**config.mk**
```make
export PLATFORM = sky130hd
export DESIGN_NAME = set_timers
export DESIGN_NICKNAME = d
export VERILOG_FILES = /design/src/verilog/set_pkg.sv /design/src/verilog/set_timers.sv /design/src/verilog/set_basic_timer.sv
export SDC_FILE = /design/constraint.sdc
export NUM_CORES = 1
export LEC_CHECK = 0
export BUFFER_PORTS_ARGS = -buffer_cell sky130_fd_sc_hd__buf_2
export CAP_MARGIN = 20
export CORE_MARGIN = 2
export CORE_UTILIZATION = 30
export CTS_BUF_LIST = sky130_fd_sc_hd__clkbuf_16
export DETAILED_ROUTE_END_ITERATION = 12
export PLACE_DENSITY_LB_ADDON = 0.08
export SLEW_MARGIN = 10
export SYNTH_ARGS = -nofsm -noshare
export SYNTH_HDL_FRONTEND = slang
export SYNTH_SLANG_ARGS = --single-unit
```
**constraint.sdc**
```tcl
create_clock -name CLK -period 7.6 [get_ports CLK]
set_input_delay 0.76 -clock CLK [delete_from_list [all_inputs] [get_ports CLK]]
set_output_delay 0.76 -clock CLK [all_outputs]
set_load 0.005 [all_outputs]
```
**src/verilog/set_pkg.sv**
```systemverilog
// shared constants and helpers for the sensor engine timer group
package set_pkg;
   localparam int CNT_W     = 16;
   localparam int PRE_W     = 4;
   localparam int PRE_CNT_W = 15;
   localparam int NUM_BT    = 2;
   localparam int NUM_CH    = 4;
   localparam int ACC_W     = 26;

   localparam int CLK_HZ      = 40_000_000;
   localparam int RATE_24M_HZ = 24_000_000;
   localparam int RATE_2M_HZ  = 2_000_000;
   localparam int RATE_32K_HZ = 32_000;

   localparam logic [ACC_W-1:0] ACC_CLK = ACC_W'(CLK_HZ);
   localparam logic [ACC_W-1:0] ACC_24M = ACC_W'(RATE_24M_HZ);
   localparam logic [ACC_W-1:0] ACC_2M  = ACC_W'(RATE_2M_HZ);
   localparam logic [ACC_W-1:0] ACC_32K = ACC_W'(RATE_32K_HZ);

   localparam logic [1:0] SEL_24M = 2'h0;
   localparam logic [1:0] SEL_2M  = 2'h1;
   localparam logic [1:0] SEL_32K = 2'h2;

   localparam logic [CNT_W-1:0] CNT_START = 16'h0000;

   // count after one advance: wraps to the start value at the terminal count
   function automatic logic [CNT_W-1:0] set_count_step(input logic [CNT_W-1:0] c,
                                                         input logic [CNT_W-1:0] t);
      set_count_step = (c == t) ? CNT_START : CNT_W'(c + 1'b1);
   endfunction
endpackage

```
**src/verilog/set_timers.sv**
```systemverilog
// sensor engine timer group: two basic timers and a four-channel capture/compare timer
`timescale 1ns/1ps
module set_timers
   import set_pkg::*;
(
   input  wire logic                      CLK,
   input  wire logic                      RST,
   input  wire logic [NUM_BT-1:0]         BT_START,
   input  wire logic [NUM_BT-1:0]         BT_STOP,
   input  wire logic [NUM_BT-1:0]         BT_PERIODIC,
   input  wire logic [NUM_BT-1:0]         BT_EDGE_MODE,
   input  wire logic [NUM_BT-1:0]         BT_TICK_IN,
   input  wire logic [NUM_BT*PRE_W-1:0]   BT_PRESCALE,
   input  wire logic [NUM_BT*CNT_W-1:0]   BT_TARGET,
   output logic      [NUM_BT*CNT_W-1:0]   BT_COUNT,
   output logic      [NUM_BT-1:0]         BT_EVENT,
   output logic      [NUM_BT-1:0]         BT_RUNNING,
   input  wire logic                      T2_START,
   input  wire logic                      T2_STOP,
   input  wire logic                      T2_PERIODIC,
   input  wire logic [1:0]                T2_RATE_SEL,
   input  wire logic [CNT_W-1:0]          T2_TARGET,
   output logic      [CNT_W-1:0]          T2_COUNT,
   output logic                           T2_RUNNING,
   output logic                           T2_EVENT,
   input  wire logic [NUM_CH-1:0]         CH_CAPTURE_MODE,
   input  wire logic [NUM_CH-1:0]         CH_PERIODIC,
   input  wire logic [NUM_CH-1:0]         CH_ARM,
   input  wire logic [NUM_CH*CNT_W-1:0]   CH_COMPARE,
   input  wire logic [NUM_CH-1:0]         CH_CAP_IN,
   input  wire logic [NUM_CH-1:0]         CH_ADC_SEL,
   output logic      [NUM_CH-1:0]         CH_EVENT,
   output logic      [NUM_CH*CNT_W-1:0]   CH_CAPTURED,
   output logic      [NUM_CH-1:0]         CH_PWM,
   output logic                           ADC_TRIGGER
);
   // two identical basic timers
   for (genvar b = 0; b < NUM_BT; b++) begin : g_bt
      set_basic_timer u_bt (
         .clk       (CLK),
         .rst       (RST),
         .start     (BT_START[b]),
         .stop      (BT_STOP[b]),
         .periodic  (BT_PERIODIC[b]),
         .edge_mode (BT_EDGE_MODE[b]),
         .tick_in   (BT_TICK_IN[b]),
         .prescale  (BT_PRESCALE[b*PRE_W +: PRE_W]),
         .target    (BT_TARGET[b*CNT_W +: CNT_W]),
         .count     (BT_COUNT[b*CNT_W +: CNT_W]),
         .event_out (BT_EVENT[b]),
         .running   (BT_RUNNING[b])
      );
   end

   function automatic logic [ACC_W-1:0] rate_inc(input logic [1:0] sel);
      unique case (sel)
         SEL_24M: rate_inc = ACC_24M;
         SEL_2M:  rate_inc = ACC_2M;
         default: rate_inc = ACC_32K;
      endcase
   endfunction

   logic [ACC_W-1:0]        acc_reg, acc_next, sum;
   logic                    tick_reg, tick_next;
   logic [CNT_W-1:0]        cnt_reg, cnt_next;
   logic                    run_reg, run_next;
   logic                    tev_reg, tev_next;
   logic                    adv;
   logic [NUM_CH-1:0]       cs0_reg, cs1_reg, cs2_reg, clvl_reg, clvl_next, rise;
   logic [NUM_CH-1:0]       armed_reg, armed_next;
   logic [NUM_CH-1:0]       cev_reg, cev_next;
   logic [NUM_CH-1:0]       pwm_reg, pwm_next;
   logic [NUM_CH*CNT_W-1:0] cap_reg, cap_next;
   logic                    adc_reg, adc_next;

   // rate generator and third counter; its own start/stop only, so it keeps
   // running whatever the sensor processor is doing
   always_comb begin
      // fractional accumulator: ticks average the chosen rate, at the cost of
      // a jitter of one system clock between ticks
      sum       = ACC_W'(acc_reg + rate_inc(T2_RATE_SEL));
      tick_next = (sum >= ACC_CLK);
      acc_next  = tick_next ? ACC_W'(sum - ACC_CLK) : sum;
      adv       = run_reg && tick_reg;
      cnt_next  = cnt_reg;
      run_next  = run_reg;
      tev_next  = 1'b0;
      if (T2_START) begin
         cnt_next = CNT_START;
         run_next = 1'b1;
      end else if (T2_STOP) begin
         run_next = 1'b0;
      end else if (adv) begin
         if (cnt_reg == T2_TARGET) begin
            tev_next = 1'b1;
            if (T2_PERIODIC) begin
               cnt_next = CNT_START;
            end else begin
               run_next = 1'b0;
            end
         end else begin
            cnt_next = set_count_step(cnt_reg, T2_TARGET);
         end
      end
   end

   always_ff @(posedge CLK or posedge RST) begin
      if (RST) begin
         acc_reg  <= '0;
         tick_reg <= 1'b0;
         cnt_reg  <= CNT_START;
         run_reg  <= 1'b0;
         tev_reg  <= 1'b0;
      end else begin
         acc_reg  <= acc_next;
         tick_reg <= tick_next;
         cnt_reg  <= cnt_next;
         run_reg  <= run_next;
         tev_reg  <= tev_next;
      end
   end

   // capture/compare channels
   always_comb begin
      clvl_next  = clvl_reg;
      armed_next = armed_reg;
      cev_next   = '0;
      pwm_next   = '0;
      cap_next   = cap_reg;
      rise       = '0;
      for (int i = 0; i < NUM_CH; i++) begin
         rise[i] = (cs2_reg[i] == cs1_reg[i]) && cs1_reg[i] && !clvl_reg[i];
         if (cs2_reg[i] == cs1_reg[i]) begin
            clvl_next[i] = cs1_reg[i];
         end
         if (CH_CAPTURE_MODE[i]) begin
            if (rise[i] && armed_reg[i]) begin
               cap_next[i*CNT_W +: CNT_W] = cnt_reg;
               cev_next[i] = 1'b1;
               armed_next[i] = CH_PERIODIC[i];
            end
         end else begin
            if (adv && cnt_reg == CH_COMPARE[i*CNT_W +: CNT_W] && armed_reg[i]) begin
               cev_next[i] = 1'b1;
               armed_next[i] = CH_PERIODIC[i];
            end
            pwm_next[i] = run_reg && (cnt_reg < CH_COMPARE[i*CNT_W +: CNT_W]);
         end
         // arming wins over a disarm in the same cycle
         if (CH_ARM[i] || T2_START) begin
            armed_next[i] = 1'b1;
         end
      end
      adc_next = |(cev_next & CH_ADC_SEL);
   end

   always_ff @(posedge CLK or posedge RST) begin
      if (RST) begin
         cs0_reg   <= '0;
         cs1_reg   <= '0;
         cs2_reg   <= '0;
         clvl_reg  <= '0;
         armed_reg <= '0;
         cev_reg   <= '0;
         pwm_reg   <= '0;
         cap_reg   <= '0;
         adc_reg   <= 1'b0;
      end else begin
         cs0_reg   <= CH_CAP_IN;
         cs1_reg   <= cs0_reg;
         cs2_reg   <= cs1_reg;
         clvl_reg  <= clvl_next;
         armed_reg <= armed_next;
         cev_reg   <= cev_next;
         pwm_reg   <= pwm_next;
         cap_reg   <= cap_next;
         adc_reg   <= adc_next;
      end
   end

   assign T2_COUNT    = cnt_reg;
   assign T2_RUNNING  = run_reg;
   assign T2_EVENT    = tev_reg;
   assign CH_EVENT    = cev_reg;
   assign CH_CAPTURED = cap_reg;
   assign CH_PWM      = pwm_reg;
   assign ADC_TRIGGER = adc_reg;

   for (genvar c = 0; c < NUM_CH; c++) begin : g_chk

   end
endmodule // set_timers

```
**src/verilog/set_basic_timer.sv**
```systemverilog
// basic prescaled 16-bit timer with clock or tick-edge counting
`timescale 1ns/1ps
module set_basic_timer
   import set_pkg::*;
(
   input  wire logic             clk,
   input  wire logic             rst,
   input  wire logic             start,
   input  wire logic             stop,
   input  wire logic             periodic,
   input  wire logic             edge_mode,
   input  wire logic             tick_in,
   input  wire logic [PRE_W-1:0] prescale,
   input  wire logic [CNT_W-1:0] target,
   output logic      [CNT_W-1:0] count,
   output logic                  event_out,
   output logic                  running
);
   logic [2:0]           sync_reg, sync_next;
   logic                 lvl_reg, lvl_next;
   logic [PRE_CNT_W-1:0] pre_reg, pre_next, mask;
   logic [CNT_W-1:0]     count_reg, count_next;
   logic                 run_reg, run_next;
   logic                 event_reg, event_next;
   logic                 edge_seen, src, pre_done;

   always_comb begin
      sync_next  = {sync_reg[1:0], tick_in};
      // a tick change counts only once the second and third stages agree
      edge_seen  = (sync_reg[2] == sync_reg[1]) && (sync_reg[1] != lvl_reg);
      lvl_next   = (sync_reg[2] == sync_reg[1]) ? sync_reg[1] : lvl_reg;
      src        = edge_mode ? edge_seen : 1'b1;
      mask       = ~({PRE_CNT_W{1'b1}} << prescale);
      pre_done   = src && ((pre_reg & mask) == mask);
      pre_next   = pre_reg;
      count_next = count_reg;
      run_next   = run_reg;
      event_next = 1'b0;
      if (start) begin
         count_next = CNT_START;
         pre_next   = '0;
         run_next   = 1'b1;
      end else if (stop) begin
         run_next = 1'b0;
      end else if (run_reg && src) begin
         if (pre_done) begin
            pre_next = '0;
            if (count_reg == target) begin
               event_next = 1'b1;
               if (periodic) begin
                  count_next = CNT_START;
               end else begin
                  run_next = 1'b0;
               end
            end else begin
               count_next = set_count_step(count_reg, target);
            end
         end else begin
            pre_next = PRE_CNT_W'(pre_reg + 1'b1);
         end
      end
   end

   always_ff @(posedge clk or posedge rst) begin
      if (rst) begin
         sync_reg  <= '0;
         lvl_reg   <= 1'b0;
         pre_reg   <= '0;
         count_reg <= CNT_START;
         run_reg   <= 1'b0;
         event_reg <= 1'b0;
      end else begin
         sync_reg  <= sync_next;
         lvl_reg   <= lvl_next;
         pre_reg   <= pre_next;
         count_reg <= count_next;
         run_reg   <= run_next;
         event_reg <= event_next;
      end
   end

   assign count     = count_reg;
   assign event_out = event_reg;
   assign running   = run_reg;
endmodule // set_basic_timer

```
# After elaboration in Yosys (flattened, before gate mapping)
# Cells that the tools add are included.
# op_classes
eq_ne	31
add_sub_neg	7
shift	2
n_bitwise	5
n_reduce_logical	74
magnitude_cmp	5
mux	92
# op_table
op	n
2-to-1 mux 16 bit	17
2-to-1 mux 15 bit	8
equality test 16 bit	7
2-to-1 mux 1 bit	65
less-than comparator 16 bit	4
case mux 25 bit (2 select lines)	1
adder 16 x 1 -> 16 bit, second input constant	3
nonzero test 3 bit	12
logical AND 1 bit	31
adder 15 x 1 -> 15 bit, second input constant	2
bitwise AND 15 bit	2
equality test 15 bit	2
inverter 15 bit	2
left shift 15 x 4 -> 15 bit, first input constant	2
adder 26 bit	1
greater-or-equal comparator 26 bit, second input constant	1
2-to-1 mux 26 bit	1
subtractor 26 bit, second input constant	1
AND reduction 2 bit	10
!= test 3 bit, second input constant	6
AND reduction 4 bit	4
!= test 3 x 1 -> 1 bit, second input constant	4
nonzero test 2 bit	5
equality test 1 bit	6
9 further kinds	19
# word_totals
output_inout_bits	127
word_cells	251
register_bits	212
inputBits	157

# Logic depth before layout (Yosys ltp)
# logic_depth
ltp_word	9
depth_mapped	15
mapped_depth_nobuf	15

# Cells and area by module
# From an unflattened synthesis, not the netlist that was laid out.
# unflattened
hier_cells	1286
hier_area_um2	12663.4
# modules_own_cells
mod	cells_each	area_per_inst_um2	instances	seq_area_each_um2
set_timers	762	7968.9	1	3278.1
set_basic_timer	262	2347.3	2	925.9

# Worst setup path before layout
# No wires, ideal clock.
# synth_timing
path_type	input to register
startpoint	in T2_RATE_SEL[1]
endpoint	reg acc_reg[12]
t_arrival_ps	3666
path_stages	13
slack_ps	3805
setup_ps	129
n_path_buf	0
required_time_ps	7471
cell_sequence	inv_1 > nand2_1 > inv_1 > ha_1 > fa_1 > a211oi_4 > o211ai_2 > a2111oi_2 > o211a_1 > o2111ai_1 > o221ai_4 > or3b_1 > xor2_1
# synth_via
elab_chain_cells	5
elab_cells_between_ends	7
cone_classes	add/sub: 2; order compare: 1; eq/ne: 1; mux: 2; reduce/logical: 1
# synth_lines
item	line	text
start: declaration	set_timers.sv:21	input wire logic [1:0] T2_RATE_SEL,
equality test 2 x 1 -> 1 bit or zero test 2 bit (tied branches)	set_timers.sv:56	unique case (sel)
case mux 25 bit (2 select lines) (*)	set_timers.sv:56	
adder 26 bit (*)	set_timers.sv:81	sum = ACC_W'(acc_reg + rate_inc(T2_RATE_SEL));
subtractor 26 bit or greater-or-equal comparator 26 bit (tied branches)	set_timers.sv:83, set_timers.sv:82	
2-to-1 mux 26 bit (*)	set_timers.sv:83	acc_next = tick_next ? ACC_W'(sum - ACC_CLK) : sum;
net acc_next[12]	set_timers.sv:63	logic [ACC_W-1:0] acc_reg, acc_next, sum;
end signal: assignment	set_timers.sv:115	acc_reg <= acc_next;
end: declaration	set_timers.sv:63	
# Mark *: on every way through the listed nets, which the timed path passes. The rest lies on a longest branch.
# A chain may end at the register's enable or synchronous reset.

# Worst setup path in the final report
# Same ends and word-level chain as after synthesis.

==> reports/results.ini <==
[clocking]
cts_setup_buffers=0
cts.reportedPaths.clkPinSlew_ns=0.06
cts_max_path_buffers=3
cts_sinks=205
post_cts_resized=0
cts-root-buf=clkbuf_16
htreeDepth=1
clock_latency_ns=0.53
cts_buffers=26
ctsHoldBuffers=0
tritoncts=yes

[floorplan]
die_w_um=207.3
io_pins=284
die_y_um=207.3
start_util_pct=30.35
die_area_um2=42960
placementRows=74
coreArea_um2=40830

[sta]
relSlewSlack_pct=36.20
fmax_mhz=259.9
hold_slack_ns=0.3298
worst_pin_slew_ns=0.9540
drv_slew=0
post-route-min-period_ns=3.848
skew_ns=0.005440
setup_tns_ns=0
setup_viol=0
rsz0062_at_grt=no
finalCritPeriodShare_pct=50.63
finalHoldViolations=0

[placement]
dp_hpwl_mm=27.38
place_congestion=0.8676
portBuffers=283

[critical_path]
max_stage_delay_ns=0.50
end_kind=register
path_class=primary input to register
path_cells=buf_2 -> inv_1 -> nand2_1 -> inv_1 -> ha_1 -> fa_1 -> a211oi_4 -> o211ai_2 -> a41oi_1 -> xnor2_1 -> o2111ai_1 -> o221ai_4 -> or3b_1 -> xor2_1
cp_max_fo=9
crit_top_cell=inv_1
required_ns=8.01
critPathSlowestCell=fa_1
arrival_ns=4.26
cp-start-kind=primary input

[cells_and_area]
final_cell_mix=buf_2, dfrtp_1, nand2_1
final_common_cell=buf_2
nets=1774
drive_above_1_share_pct=26.99
syn2layout_area_growth_pct=21.99
largest_register_ffs=64

[logic_synthesis]
synthCells=1263
syn_area_um2=12390
synth-seq-area-share_pct=41.39
ys_warn_count=0
synth_nets=1510
synth.distinct_cells=86
ys.flop_type=dfrtp_1
synth_async_sr_flop_share_pct=100.0
ys_seq_elements=205
synth_edf_count=0
avgSynthCellArea_um2=9.813

[grt]
grtUsageMet1_pct=23.89
grt-busiest-layer=met2
met3_usage_pct=2.632
met2_usage_pct=28.47
grt_pass1_vias=10210
grtUsageTotal_pct=17.15
antenna_found_initial=4
overflow=0
grt_max_degree=93
grt_pass1_wl_mm=59.30

[routing]
vias_per_cell=4.958
wirelength_mm=37.33
drt_iter0_drc=456
firstDrtPassIters=5
routedWlPerCell_um=17.95
antenna_left=0
drcViolationCount=0
via_count=10310

[power]
powerDensity_nw_per_um2=240.4
ir_drop_mv=0.1482
leakagePower_nw=7.742

[run]
drv_cap=0

[hold_path]
min_path_type=primary input to register

[status]
status=complete, no violations

per-layer routing:
| layer | part of all wire [%] | routed length, um |
|---|---|---|
| met3 | 3.9 | 1444 |
| met5 | 0.029 | 11 |
| met2 | 47 | 17530 |
| met4 | 1.4 | 508 |
| met1 | 48 | 17830 |
synthesized netlist by cell type, types with 9 or more instances:
cell | number | share of area [%]
o21ai_1 | 11 | 0.44
a31oi_1 | 14 | 0.71
xor2_1 | 59 | 4.2
clkbuf_1 | 45 | 1.4
nor2b_1 | 15 | 0.76
nand3_1 | 38 | 1.5
ha_1 | 89 | 9.0
xnor2_1 | 41 | 2.9
and3_1 | 15 | 0.76
nand2_1 | 95 | 2.9
nor4_1 | 12 | 0.61
dfrtp_1 | 205 | 41
nand2b_1 | 13 | 0.66
a21oi_1 | 41 | 1.7
inv_1 | 85 | 2.6
and4_1 | 10 | 0.71
nor3_1 | 12 | 0.48
nand4_1 | 39 | 2.0
nor2_1 | 76 | 2.3
o21a_1 | 19 | 1.2
mux2_2 | 60 | 5.5
a21o_1 | 27 | 1.6
a21boi_0 | 9 | 0.55
o21ai_0 | 73 | 2.9
and2_1 | 15 | 0.76
or3_1 | 10 | 0.50
final timing paths:
kind	from	to	slack [ns]	cells after the start
max	T2_RATE_SEL[1]	acc_reg[12]	3.75	14
min	CH_CAP_IN[0]	cs0_reg[0]	0.33	1
max reg2reg	acc_reg[7]	acc_reg[12]	4.10	10
min reg2reg	cs0_reg[0]	cs1_reg[0]	0.35	0
max in group asynchronous	RST	CH_CAPTURED[23]	5.90	3
min in group asynchronous	RST	g_bt[1].u_bt.count[1]	0.34	2
worst max-delay path: cells and delay by family:
kind            cells  cell delay [ns]
xor+xnor            2             0.40
fa+ha+maj           2             0.75
buf+inv             3             0.37
simple gates        2             0.52
compound gates      5             1.48
metrics by stage:
stage	instances	total power, W	worst slack, ns	utilization [%]	cell area [um^2]
floorplan	1263	0.002160	1.244	-	12390
global placement	2031	0.002494	3.261	35.07	14320
detailed placement	2031	0.002483	3.178	35.07	14320
CTS	2077	0.003687	3.746	37.01	15110
global route	2078	0.003871	3.469	37.02	15110
finish	2080	0.003635	3.752	37.03	15120
area by class of cell:
cell class,count,area [um^2]
Timing Repair Buffer,290,1469
Antenna cell,3,7.507
Sequential cell,205,5130
Clock buffer,27,675.6
Tap cell,532,665.6
Fill cell,4194,25710
Inverter,88,337.8
Multi-Input combinational cell,916,6719
Clock inverter,19,115.1
report_power, final:
group | switching, W | total (W) | internal [W]
logic | 0.000738 | 0.00122 | 0.000483
registers | 0.0000740 | 0.00125 | 0.00118
clock network | 0.000492 | 0.00116 | 0.000671
cells by family after synthesis:
family	Yosys count	share of synthesized area, %
XOR/XNOR	100	7.066
flip-flops	205	41.39
AND/OR/NAND/NOR	377	15.68
buffers and inverters	142	4.452
adder cells (fa/ha/maj)	90	9.146
AO/OA/AOI/OAI	284	16.41
multiplexers	65	5.855
Power figures use the tool's default switching activity.
